`src/mpf_pkg.sv`:
```
// Package with constants, register map and carrier types of the pause flow-control unit.
package mpf_pkg;
  localparam int unsigned CLK_PERIOD_NS = 25;
  localparam int unsigned SLOT_TIME_NS = 512;
  localparam int unsigned SLOT_CYCLES = (SLOT_TIME_NS + CLK_PERIOD_NS - 1) / CLK_PERIOD_NS;
  localparam int unsigned WM_BITS = 13;
  localparam logic [15:0] PAUSE_OPCODE = 16'h0001;
  localparam logic [7:0] ADDR_CTRL = 8'h00;
  localparam logic [7:0] ADDR_PADDR_LO = 8'h04;
  localparam logic [7:0] ADDR_PADDR_HI = 8'h08;
  localparam logic [7:0] ADDR_CTL_TYPE = 8'h0c;
  localparam logic [7:0] ADDR_TX_TIME = 8'h10;
  localparam logic [7:0] ADDR_HIGH_WM = 8'h14;
  localparam logic [7:0] ADDR_LOW_WM = 8'h18;
  localparam logic [7:0] ADDR_STATUS = 8'h1c;
  localparam logic [7:0] ADDR_XON_CNT = 8'h20;
  localparam logic [7:0] ADDR_XOFF_CNT = 8'h24;
  localparam int unsigned CTRL_RX_PAUSE_EN = 0;
  localparam int unsigned CTRL_TX_PAUSE_EN = 1;
  localparam int unsigned CTRL_DROP_PAUSE = 2;
  localparam int unsigned CTRL_FWD_CTL = 3;
  localparam int unsigned CTRL_XON_SEND_EN = 4;
  localparam int unsigned CTRL_EXT_PAUSE_EN = 5;
  localparam int unsigned CTRL_SW_PAUSE_REQ = 6;
  localparam int unsigned CTRL_HALT_NOW = 7;
  localparam logic [7:0] CTRL_RESET = 8'h00;
  localparam logic [15:0] CTL_TYPE_RESET = 16'h0000;
  localparam logic [15:0] TX_TIME_RESET = 16'h0000;
  localparam logic [47:0] PADDR_RESET = 48'h0000_0000_0000;
  localparam int unsigned ST_PAUSED = 0;
  localparam int unsigned ST_ABOVE = 1;
  localparam int unsigned ST_BELOW = 2;
  localparam int unsigned ST_TIMER_LSB = 16;
  localparam logic [1:0] HTRANS_NONSEQ = 2'b10;

  typedef struct packed {
    logic eof;
    logic fcs_ok;
    logic [47:0] dest;
    logic [15:0] etype;
    logic [15:0] opcode;
    logic [15:0] ptime;
  } mpf_rx_frame_t;

  typedef struct packed {
    logic req;
    logic [15:0] ptime;
  } mpf_tx_pause_t;

  typedef struct packed {
    logic decide;
    logic drop;
  } mpf_rx_verdict_t;

  typedef enum logic [1:0] {
    TX_IDLE = 2'b01,
    TX_SEND = 2'b10
  } mpf_tx_state_t;
endpackage

```
`src/mpf_flow_ctrl.sv`:
```
// Pause flow-control unit: control-frame check, pause timer, pause frame requests, AHB-Lite regs.
//
// Decided for this implementation: the AHB-Lite register port and the address map.
`timescale 1ns/1ps
module mpf_flow_ctrl #(
  parameter int unsigned WM_W = mpf_pkg::WM_BITS,
  parameter int unsigned SLOT_CNT = mpf_pkg::SLOT_CYCLES
) (
  input wire logic SYS_CLK,
  input wire logic RESET_N,
  input wire logic HSEL,
  input wire logic [31:0] HADDR,
  input wire logic [1:0] HTRANS,
  input wire logic HWRITE,
  input wire logic [2:0] HSIZE,
  input wire logic [31:0] HWDATA,
  input wire logic HREADY,
  output logic [31:0] HRDATA,
  output logic HREADYOUT,
  output logic HRESP,
  input wire logic [47:0] STATION_ADDR,
  input wire mpf_pkg::mpf_rx_frame_t RX_FRAME,
  output mpf_pkg::mpf_rx_verdict_t RX_VERDICT,
  output logic XOFF_RX_EVENT,
  input wire logic TX_BUSY,
  output logic TX_HOLD,
  output mpf_pkg::mpf_tx_pause_t TX_PAUSE,
  input wire logic TX_PAUSE_DONE,
  input wire logic [WM_W-1:0] RX_FILL,
  input wire logic RX_OVERFLOW,
  input wire logic EXT_XOFF,
  input wire logic EXT_RESUME,
  output logic ABOVE_HIGH,
  output logic BELOW_LOW
);
  import mpf_pkg::*;

  initial begin
    if (WM_W != WM_BITS || SLOT_CNT < 1 || SLOT_CNT > 255) begin
      $error("mpf_flow_ctrl: unsupported watermark width or slot count");
    end
  end

  // Register file.
  logic [7:0] ctrl_reg;
  logic [47:0] paddr_reg;
  logic [15:0] ctl_type_reg;
  logic [15:0] tx_time_reg;
  logic [WM_W-1:0] high_wm_reg;
  logic [WM_W-1:0] low_wm_reg;
  logic [31:0] xon_rx_counter_reg;
  logic [31:0] xoff_rx_counter_reg;

  // Bus slave state.
  logic wr_pend_reg;
  logic [7:0] wr_addr_reg;
  logic [31:0] rdata_reg;

  // Flow-control state.
  logic tx_paused_flag_reg;
  logic [15:0] timer_reg;
  logic [7:0] slot_cnt_reg;
  logic slot_tick_reg;
  logic hold_reg;
  logic xoff_evt_reg;
  logic decide_reg;
  logic drop_reg;
  logic auto_sent_reg;
  logic extra_sent_reg;
  logic pend_xoff_reg;
  logic pend_xon_reg;
  logic pend_sw_reg;
  logic inflight_sw_reg;
  mpf_tx_state_t tx_state_reg;
  logic [15:0] tx_ptime_reg;
  logic tx_req_reg;
  logic above_reg;
  logic below_reg;
  logic ext_armed_reg;
  logic [2:0] xoff_sync_reg;
  logic [2:0] resume_sync_reg;

  // Zero-extends a watermark to a full bus word.
  function automatic logic [31:0] wm_word(input logic [WM_W-1:0] v);
    wm_word = {{(32 - WM_W){1'b0}}, v};
  endfunction

  // Address phase and data phase decode.
  wire addr_take = HSEL && HREADY && (HTRANS == HTRANS_NONSEQ);
  wire wr_take = addr_take && HWRITE;
  wire rd_take = addr_take && !HWRITE;
  wire [7:0] a_addr = HADDR[7:0];
  wire a_hit = (HADDR[31:8] == 24'h00_0000);
  wire wr_ctrl = wr_pend_reg && (wr_addr_reg == ADDR_CTRL);
  // A one written to the request bit starts a software pause frame.
  wire sw_set = wr_ctrl && HWDATA[CTRL_SW_PAUSE_REQ];

  // Read data is registered at the address phase and stands until the next read.
  logic [31:0] rd_mux;
  always_comb begin
    rd_mux = 32'h0000_0000;
    if (a_hit) begin
      case (a_addr)
        ADDR_CTRL: rd_mux = {24'h00_0000, ctrl_reg};
        ADDR_PADDR_LO: rd_mux = paddr_reg[31:0];
        ADDR_PADDR_HI: rd_mux = {16'h0000, paddr_reg[47:32]};
        ADDR_CTL_TYPE: rd_mux = {16'h0000, ctl_type_reg};
        ADDR_TX_TIME: rd_mux = {16'h0000, tx_time_reg};
        ADDR_HIGH_WM: rd_mux = wm_word(high_wm_reg);
        ADDR_LOW_WM: rd_mux = wm_word(low_wm_reg);
        ADDR_STATUS: rd_mux = {timer_reg, 13'h0000, below_reg, above_reg, tx_paused_flag_reg};
        ADDR_XON_CNT: rd_mux = xon_rx_counter_reg;
        ADDR_XOFF_CNT: rd_mux = xoff_rx_counter_reg;
        default: rd_mux = 32'h0000_0000;
      endcase
    end
  end

  // Receive frame classification, only on a good frame end.
  wire rx_good = RX_FRAME.eof && RX_FRAME.fcs_ok;
  wire da_station = (RX_FRAME.dest == STATION_ADDR);
  wire da_match = (RX_FRAME.dest == paddr_reg) || da_station;
  wire ctl_match = rx_good && da_match && (RX_FRAME.etype == ctl_type_reg);
  wire is_pause = ctl_match && (RX_FRAME.opcode == PAUSE_OPCODE);
  wire act_pause = is_pause && ctrl_reg[CTRL_RX_PAUSE_EN];
  wire rx_xoff = act_pause && (RX_FRAME.ptime != 16'h0000);
  wire rx_xon = act_pause && (RX_FRAME.ptime == 16'h0000);
  // Non-pause control frames reach the host only with the forward bit set.
  wire drop_next = is_pause ? (ctrl_reg[CTRL_DROP_PAUSE] && da_station)
                            : !ctrl_reg[CTRL_FWD_CTL];
  // The slot tick that takes a running timer from one to zero ends the pause.
  wire timer_expire = slot_tick_reg && (timer_reg == 16'h0001);

  // Transmit request sources.
  wire tx_en = ctrl_reg[CTRL_TX_PAUSE_EN];
  wire xon_en = ctrl_reg[CTRL_XON_SEND_EN];
  wire ext_en = ctrl_reg[CTRL_EXT_PAUSE_EN] && tx_en;
  wire above_next = (RX_FILL >= high_wm_reg);
  wire below_next = (RX_FILL <= low_wm_reg);
  wire auto_xoff = tx_en && above_next && !auto_sent_reg;
  wire auto_extra = tx_en && auto_sent_reg && !extra_sent_reg && RX_OVERFLOW;
  wire auto_xon = tx_en && auto_sent_reg && below_next;
  wire ext_xoff_hi = xoff_sync_reg[1];
  wire ext_res_rise = resume_sync_reg[1] && !resume_sync_reg[2];
  wire ext_xoff = ext_en && ext_armed_reg && ext_xoff_hi;
  wire ext_xon = ext_en && ext_res_rise && !ext_xoff_hi && xon_en;
  // An XOFF from any source outranks a waiting XON.
  wire want_xoff = auto_xoff || auto_extra || ext_xoff;
  wire want_xon = (auto_xon && xon_en) || ext_xon;
  // The sender takes one request at a time, the software request first.
  wire tx_start = (tx_state_reg == TX_IDLE) && (pend_xoff_reg || pend_xon_reg || pend_sw_reg);
  wire tx_done = (tx_state_reg == TX_SEND) && TX_PAUSE_DONE;
  wire start_xon = !pend_xoff_reg && !pend_sw_reg;
  wire sw_done = tx_done && inflight_sw_reg && !pend_sw_reg;

  mpf_tx_state_t tx_state_next;
  always_comb begin
    case (tx_state_reg)
      TX_IDLE: tx_state_next = tx_start ? TX_SEND : TX_IDLE;
      TX_SEND: tx_state_next = TX_PAUSE_DONE ? TX_IDLE : TX_SEND;
      default: tx_state_next = TX_IDLE;
    endcase
  end

  // Bus slave.
  // A write lands at the end of its data phase, while HWDATA stands.
  always_ff @(posedge SYS_CLK or negedge RESET_N) begin
    if (!RESET_N) begin
      wr_pend_reg <= 1'b0;
      wr_addr_reg <= 8'h00;
      rdata_reg <= 32'h0000_0000;
    end else begin
      wr_pend_reg <= wr_take && a_hit;
      wr_addr_reg <= a_addr;
      if (rd_take) begin
        rdata_reg <= rd_mux;
      end
    end
  end

  // Software-written registers.
  always_ff @(posedge SYS_CLK or negedge RESET_N) begin
    if (!RESET_N) begin
      ctrl_reg <= CTRL_RESET;
      paddr_reg <= PADDR_RESET;
      ctl_type_reg <= CTL_TYPE_RESET;
      tx_time_reg <= TX_TIME_RESET;
      high_wm_reg <= '0;
      low_wm_reg <= '0;
    end else begin
      if (wr_ctrl) begin
        ctrl_reg <= HWDATA[7:0];
      end
      // A write of zero cannot withdraw a software request that is still outstanding.
      if (sw_set || (wr_ctrl && ctrl_reg[CTRL_SW_PAUSE_REQ] && !sw_done)) begin
        ctrl_reg[CTRL_SW_PAUSE_REQ] <= 1'b1;
      end else if (sw_done) begin
        ctrl_reg[CTRL_SW_PAUSE_REQ] <= 1'b0;
      end
      if (wr_pend_reg && wr_addr_reg == ADDR_PADDR_LO) begin
        paddr_reg[31:0] <= HWDATA;
      end
      if (wr_pend_reg && wr_addr_reg == ADDR_PADDR_HI) begin
        paddr_reg[47:32] <= HWDATA[15:0];
      end
      if (wr_pend_reg && wr_addr_reg == ADDR_CTL_TYPE) begin
        ctl_type_reg <= HWDATA[15:0];
      end
      if (wr_pend_reg && wr_addr_reg == ADDR_TX_TIME) begin
        tx_time_reg <= HWDATA[15:0];
      end
      if (wr_pend_reg && wr_addr_reg == ADDR_HIGH_WM) begin
        high_wm_reg <= HWDATA[WM_W-1:0];
      end
      if (wr_pend_reg && wr_addr_reg == ADDR_LOW_WM) begin
        low_wm_reg <= HWDATA[WM_W-1:0];
      end
    end
  end

  // Slot-time divider.
  // One tick every SLOT_CNT cycles stands for one slot time.
  always_ff @(posedge SYS_CLK or negedge RESET_N) begin
    if (!RESET_N) begin
      slot_cnt_reg <= 8'h00;
      slot_tick_reg <= 1'b0;
    end else begin
      slot_tick_reg <= (slot_cnt_reg == 8'(SLOT_CNT - 1));
      slot_cnt_reg <= (slot_cnt_reg == 8'(SLOT_CNT - 1)) ? 8'h00 : slot_cnt_reg + 8'h01;
    end
  end

  // Pause timer, paused flag, transmit hold and receive counters.
  always_ff @(posedge SYS_CLK or negedge RESET_N) begin
    if (!RESET_N) begin
      timer_reg <= 16'h0000;
      tx_paused_flag_reg <= 1'b0;
      hold_reg <= 1'b0;
      xoff_evt_reg <= 1'b0;
      xon_rx_counter_reg <= 32'h0000_0000;
      xoff_rx_counter_reg <= 32'h0000_0000;
      decide_reg <= 1'b0;
      drop_reg <= 1'b0;
    end else begin
      xoff_evt_reg <= rx_xoff;
      decide_reg <= ctl_match;
      drop_reg <= ctl_match && drop_next;
      if (rx_xoff) begin
        timer_reg <= RX_FRAME.ptime;
        tx_paused_flag_reg <= 1'b1;
        xoff_rx_counter_reg <= xoff_rx_counter_reg + 32'h0000_0001;
      end else if (rx_xon) begin
        timer_reg <= 16'h0000;
        tx_paused_flag_reg <= 1'b0;
        xon_rx_counter_reg <= xon_rx_counter_reg + 32'h0000_0001;
      end else if (slot_tick_reg && timer_reg != 16'h0000) begin
        timer_reg <= timer_reg - 16'h0001;
        if (timer_expire) begin
          tx_paused_flag_reg <= 1'b0;
        end
      end
      // Halt at once, or only once the frame in progress has gone out.
      hold_reg <= tx_paused_flag_reg &&
                  (hold_reg || ctrl_reg[CTRL_HALT_NOW] || !TX_BUSY);
    end
  end

  // Pin synchronisers and watermark flags.
  // Only the second stage of the XOFF synchroniser feeds logic; the resume edge detect uses its second and third stages.
  always_ff @(posedge SYS_CLK or negedge RESET_N) begin
    if (!RESET_N) begin
      xoff_sync_reg <= 3'h0;
      resume_sync_reg <= 3'h0;
      above_reg <= 1'b0;
      below_reg <= 1'b0;
    end else begin
      xoff_sync_reg <= {xoff_sync_reg[1:0], EXT_XOFF};
      resume_sync_reg <= {resume_sync_reg[1:0], EXT_RESUME};
      above_reg <= above_next;
      below_reg <= below_next;
    end
  end

  // Request bookkeeping and the pause frame sender.
  always_ff @(posedge SYS_CLK or negedge RESET_N) begin
    if (!RESET_N) begin
      auto_sent_reg <= 1'b0;
      extra_sent_reg <= 1'b0;
      ext_armed_reg <= 1'b1;
      pend_xoff_reg <= 1'b0;
      pend_xon_reg <= 1'b0;
      pend_sw_reg <= 1'b0;
      inflight_sw_reg <= 1'b0;
      tx_state_reg <= TX_IDLE;
      tx_ptime_reg <= 16'h0000;
      tx_req_reg <= 1'b0;
    end else begin
      tx_state_reg <= tx_state_next;
      // The request output is a flop loaded from the next sender state.
      tx_req_reg <= (tx_state_next == TX_SEND);
      // Automatic XOFF re-arms only once fullness has fallen to the low watermark.
      if (auto_xoff) begin
        auto_sent_reg <= 1'b1;
        extra_sent_reg <= 1'b0;
      end else if (auto_xon) begin
        auto_sent_reg <= 1'b0;
      end
      if (auto_extra) begin
        extra_sent_reg <= 1'b1;
      end
      // A resume edge while the XOFF pin is low re-arms the pin trigger.
      if (ext_xoff) begin
        ext_armed_reg <= 1'b0;
      end else if (ext_res_rise && !ext_xoff_hi) begin
        ext_armed_reg <= 1'b1;
      end
      if (sw_set) begin
        pend_sw_reg <= 1'b1;
      end else if (tx_start && pend_sw_reg) begin
        pend_sw_reg <= 1'b0;
      end
      if (want_xoff) begin
        pend_xoff_reg <= 1'b1;
      end else if (tx_start && !pend_sw_reg) begin
        pend_xoff_reg <= 1'b0;
      end
      if (want_xon) begin
        pend_xon_reg <= !want_xoff;
      end else if (want_xoff || (tx_start && start_xon)) begin
        pend_xon_reg <= 1'b0;
      end
      if (tx_start) begin
        inflight_sw_reg <= pend_sw_reg;
        tx_ptime_reg <= start_xon ? 16'h0000 : tx_time_reg;
      end
    end
  end

  assign HRDATA = rdata_reg;
  assign HREADYOUT = 1'b1;
  assign HRESP = 1'b0;
  assign RX_VERDICT = '{decide: decide_reg, drop: drop_reg};
  assign XOFF_RX_EVENT = xoff_evt_reg;
  assign TX_HOLD = hold_reg;
  assign TX_PAUSE = '{req: tx_req_reg, ptime: tx_ptime_reg};
  assign ABOVE_HIGH = above_reg;
  assign BELOW_LOW = below_reg;
endmodule // mpf_flow_ctrl

```
`config.mk`:
```
export PLATFORM = sky130hd
export DESIGN_NAME = mpf_flow_ctrl
export DESIGN_NICKNAME = d
export VERILOG_FILES = /design/src/mpf_pkg.sv /design/src/mpf_flow_ctrl.sv
export SDC_FILE = /design/constraint.sdc
export NUM_CORES = 1
export LEC_CHECK = 0
export ABC_AREA = 1
export BUFFER_PORTS_ARGS = -buffer_cell sky130_fd_sc_hd__buf_2
export CORE_AREA = 3 3 183 185
export CTS_CLUSTER_DIAMETER = 120
export DETAILED_ROUTE_END_ITERATION = 6
export DIE_AREA = 0 0 186 188
export PLACE_DENSITY = 0.77
export SETUP_SLACK_MARGIN = 0.3
export SLEW_MARGIN = 20
export SYNTH_ARGS = -nofsm -noshare
export SYNTH_HDL_FRONTEND = slang
export SYNTH_SLANG_ARGS = --single-unit
```
`constraint.sdc`:
```
create_clock -name SYS_CLK -period 2.55 [get_ports SYS_CLK]
set_clock_uncertainty 0.15 [all_clocks]
set_input_delay 0.3825 -clock SYS_CLK [delete_from_list [all_inputs] [get_ports SYS_CLK]]
set_output_delay 0.3825 -clock SYS_CLK [all_outputs]
set_load 0.005 [all_outputs]
```
# Word level (Yosys, flattened, before mapping)
# Index checks and enable logic that the tools add are counted.
# word_totals
output_inout_bits,57
ff_bits,282
word_cells,185
in_bits,238
# classes
eq_ne,25
bitwise,1
n_reduce_logical,88
mux,30
magnitude_cmp,2
add_sub_neg,4
# ops
operator,n
32-bit case mux with 10 select lines,1
48-bit == test,2
32-bit by 1-bit adder with 32-bit output (second input constant),2
8-bit by 5-bit == test with 1-bit output (second input constant),8
16-bit two-way mux,4
1-bit logical AND,50
16-bit by 1-bit == test with 1-bit output (second input constant),2
8-bit by 4-bit == test with 1-bit output (second input constant),4
32-bit two-way mux,1
16-bit nonzero test,2
24-bit logical NOT,1
1-bit two-way mux,19
16-bit == test,1
8-bit by 3-bit == test with 1-bit output (second input constant),2
8-bit by 6-bit == test with 1-bit output (second input constant),2
16-bit logical NOT,1
8-bit logical NOT,2
16-bit by 1-bit subtractor with 16-bit output (second input constant),1
13-bit >= comparator,1
13-bit less-or-equal comparator,1
2-bit nonzero test,6
1-bit logical NOT,11
1-bit logical OR,10
3-bit nonzero test,3
9 further kinds,13

# Logic depth before layout (Yosys ltp)
# depth
ltp_word,9
depth_mapped,16

# Worst setup path before layout
# No wires, ideal clock.
# synth_path
path_kind,input to register
start,input RX_FRAME[17] in the netlist's numbering
end,register xoff_rx_counter_reg[25]
required_time_ns,2.277
slack_ns,0.556
t_arrival_ns,1.721
cell_stages,8
n_path_buf,2
cell_sequence,nor4_1 -> nand4_1 -> nor2_4 -> nand4_2 -> buf_6 -> buf_6 -> o21ai_0 -> nand2_1
# synth_via
elab_chain_cells,4
# synth_rtl
element,line,source
"start, declared",mpf_flow_ctrl.sv:22,"input wire mpf_pkg::mpf_rx_frame_t RX_FRAME,"
16-bit by 1-bit == test with 1-bit output,mpf_flow_ctrl.sv:124,wire is_pause = ctl_match && (RX_FRAME.opcode == PAUSE_OPCODE);
1-bit logical AND,mpf_flow_ctrl.sv:124,
1-bit logical AND,mpf_flow_ctrl.sv:125,wire act_pause = is_pause && ctrl_reg[CTRL_RX_PAUSE_EN];
1-bit logical AND,mpf_flow_ctrl.sv:126,wire rx_xoff = act_pause && (RX_FRAME.ptime != 16'h0000);
"end signal, assigned",mpf_flow_ctrl.sv:251,xoff_rx_counter_reg <= xoff_rx_counter_reg + 32'h0000_0001;
"end, declared",mpf_flow_ctrl.sv:52,logic [31:0] xoff_rx_counter_reg;
# Every way passes these cells.
# A chain may end at the register's enable or synchronous reset.

# Worst setup path in the final report
# layout_path
start,input RX_FRAME[12] in the netlist's numbering
end,register xon_rx_counter_reg[30]
# layout_via
elab_chain_cells,4
# layout_rtl
element,line,source
16-bit nonzero test,mpf_flow_ctrl.sv:126,
1-bit logical AND,mpf_flow_ctrl.sv:126,
1-bit inverter (no line),n/a,
2-bit AND reduction (no line) (*),n/a,
"end signal, assigned",mpf_flow_ctrl.sv:255,xon_rx_counter_reg <= xon_rx_counter_reg + 32'h0000_0001;
"end, declared",mpf_flow_ctrl.sv:51,logic [31:0] xon_rx_counter_reg;
# Every way passes the cells marked *; elsewhere a longest branch is shown, timed or not.

==> flow_metrics.py <==
metrics = {
    "drt": {
        "via_count": 15900,
        "drcViolationCount": 0,
        "vias_per_cell": 5.56,
        "drtAntennaViolNets": 0,
        "wl_per_cell_microns": 19.5,
        "drtIter0Drc": 1682,
        "wl_microns": 55700,
        "first_pass_iters": 6,
    },
    "worst_setup_path": {
        "cp_data_required_time_ns": 2.85,
        "crit_path_end_kind": "register",
        "worstSetupPathType": "in2reg",
        "worstPathArrival_ns": 2.67,
        "path_cells": "dlygate4sd3_1 > buf_2 > nor2_1 > nand4_1 > nor3_1 > nand2_2 > clkinv_2 > nand4_4 > inv_2 > buf_6 > nand3_2 > nand2_1 > nand2_1",
        "critPathMaxFanout": 8,
        "startpoint_type": "input pin",
        "crit_path_frequent_cell": "nand2_1",
        "cpPeakStageDelay_ns": 0.56,
        "cp.buffers_inverters": 5,
        "crit_slowest_cell": "dlygate4sd3_1",
        "crit_family": "buffers and inverters",
    },
    "synth": {
        "yosys-top-cells-area": "dfrtp_1 (44%), nand2_1 (13%), inv_1 (5.5%)",
        "syn-num-nets": 2302,
        "synth_largest_area_cell": "dfrtp_1",
        "synth_edf_count": 0,
        "netlist.area_leader.share": 0.438,
        "syn_inst": 2030,
        "yosysMostFrequentCell": "nand2_1",
        "ys_seq_area_frac": 0.442,
        "synth.top_cells.by_count": "nand2_1 (548), dfrtp_1 (280), inv_1 (235)",
        "ys_warn_count": 0,
        "syn_avg_cell_area_sq_um": 7.88,
        "synth.cell_area_sq_um": 16000,
        "synth_cell_types": 55,
        "yosys_most_used_dff": "dfrtp_1",
        "synth_seq_cells": 282,
        "async_flop_share": 1.00,
    },
    "place": {
        "place_congestion": 0.980,
        "dpl_cell_area_sq_um": 18200,
        "numPortBuffers": 289,
        "post-dp-hpwl_microns": 42500,
        "dp_worst_setup_slack_ns": 0.00683,
    },
    "clock_tree": {
        "cts_buffers": 31,
        "cts_buffer_depth": 3,
        "clock_latency_ns": 0.56,
        "root_buffer": "clkbuf_16",
        "cts_tree": "built",
        "clkTransAtPathRegs_ns": 0.06,
        "htree_levels": 1,
        "cts.sinks": 282,
    },
    "hold_path": {
        "hold_class": "in2reg",
    },
    "grt": {
        "grt_util_all_layers": 0.310,
        "grt_pass1_vias": 15100,
        "grt_antenna_before_repair": 2,
        "grt_pass1_wl_microns": 84100,
        "grt_max_degree": 75,
        "grt_overflow_total": 0,
    },
    "die": {
        "die_w_microns": 186,
        "core-area_sq_um": 32200,
        "fp.dieH_microns": 188,
        "start_util": 0.496,
        "io_pins": 295,
        "dieArea_sq_um": 35000,
        "rows": 66,
    },
    "finish": {
        "drive_gt1_frac": 0.229,
        "num-fill-cells": 2827,
        "fin_nets": 2694,
        "regArea_sq_um": 7070,
        "multi_input_area_sq_um": 7960,
        "largest_reg_flops": 48,
        "syn_to_final_growth_pct": 26.0,
        "final_core_util": 0.626,
        "fin_area_sq_um": 20100,
    },
    "power_and_ir_drop": {
        "cellPowerDensity_nw_per_um2": 539,
        "p_leak_nw": 10.5,
        "peakVddDrop_v": 0.000441,
    },
    "sta": {
        "timing.fmax_mhz": 422,
        "worst_slack_ns": 0.180,
        "period_share": 0.929,
        "slew-limit-headroom": 0.602,
        "finalSetupViolations": 0,
        "slew_violations": 0,
        "period_minus_slack_ns": 2.37,
        "setup-tns-final_ns": 0,
        "hold_violations": 0,
        "rsz0062_at_grt": "true",
        "worst_pin_slew_ns": 0.588,
    },
    "run_status": {
        "outcome": "complete, no violations",
    },
    "job": {
        "maxCapViolations": 0,
    },
}
metrics by stage:
step,hold slack (ns),power (mW),cells
after floorplan,-0.0631,5.51,2030
final,0.0220,10.9,2854
after global placement,0.170,6.17,2729
after CTS,0.00588,10.9,2845
after global routing,0.0365,11.3,2854
after detailed placement,0.175,6.21,2729
worst min-delay path, cell delays in order:
cell	delay [ns]
buf_2	0.11
inv_1	0.05
o21ai_1	0.06
nand2_1	0.06
nand2_1	0.04
repair_timing:
action	in CTS	in global routing
hold buffers	44	0
hold endpoints to repair	89	0
pin swaps	10	11
resized for setup	43	34
buffers inserted	16	7
setup endpoints to repair	78	142
cloned	0	1
cell usage in the layout (no fill, tap or decap), types with 19 or more instances in the layout:
cell type	n
nand2_1	544
buf_2	289
dfrtp_1	269
inv_1	231
o21ai_0	166
nor2_1	131
nand3_1	92
buf_4	68
xnor2_1	67
a21oi_1	56
xor2_1	52
dlygate4sd3_1	44
ha_1	34
clkbuf_16	31
nor3_1	30
nand4_1	28
o22ai_1	28
nor4_1	26
nor2_4	19
worst paths after layout:
kind,depth (start not counted),startpoint,end,slack [ns]
worst max-delay path,13,RX_FRAME[12],xon_rx_counter_reg[30]$_DFFE_PN0P_,0.18
worst min-delay path,5,RX_FRAME[9],timer_reg[9]$_DFFE_PN0P_,0.02
worst max register to register,14,paddr_reg[33]$_DFFE_PN0P_,xon_rx_counter_reg[30]$_DFFE_PN0P_,0.19
worst min register to register,0,xoff_sync_reg[0]$_DFF_PN0_,xoff_sync_reg[1]$_DFF_PN0_,0.20
max in group asynchronous,3,RESET_N,paddr_reg[2]$_DFFE_PN0P_,1.20
min in group asynchronous,2,RESET_N,paddr_reg[18]$_DFFE_PN0P_,0.17
final cells by class:
class	instances	area share
Multi-Input combinational cell	1444	0.395
Clock buffer	41	0.0428
Tap cell	408	0.0253
Clock inverter	15	0.00900
Sequential cell	282	0.351
Antenna cell	1	0.000124
Inverter	247	0.0462
Timing Repair Buffer	416	0.130
power by group:
group          switching, mW  leakage, nW  total [mW]  internal, mW
combinational          0.824         6.72        1.43         0.601
sequential             0.116         3.26        4.81          4.69
clock                   1.85        0.520        4.62          2.77
routing by layer:
metal	vias to the layer above	GRT usage	routed length (microns)
met5	-	0	0
met4	0	0.105	2050
met3	119	0.0537	5720
met2	885	0.480	24800
met1	7454	0.443	23100
li1	7400	-	-
logic make-up (layout without fill, tap and decap cells):
| family | Yosys count | after routing | synth area share |
|---|---|---|---|
| buffers and inverters | 304 | 719 | 0.0749 |
| xor gates and xnor gates | 128 | 128 | 0.0701 |
| DFF | 282 | 282 | 0.442 |
| muxes | 13 | 13 | 0.00916 |
| adders and majority gates | 34 | 34 | 0.0266 |
| other | 2 | 3 | 0.000470 |
| and+or+nand+nor | 953 | 953 | 0.266 |
| AOI/OAI and AO/OA | 314 | 314 | 0.111 |
No activity file was read; power rests on OpenSTA's default activity.
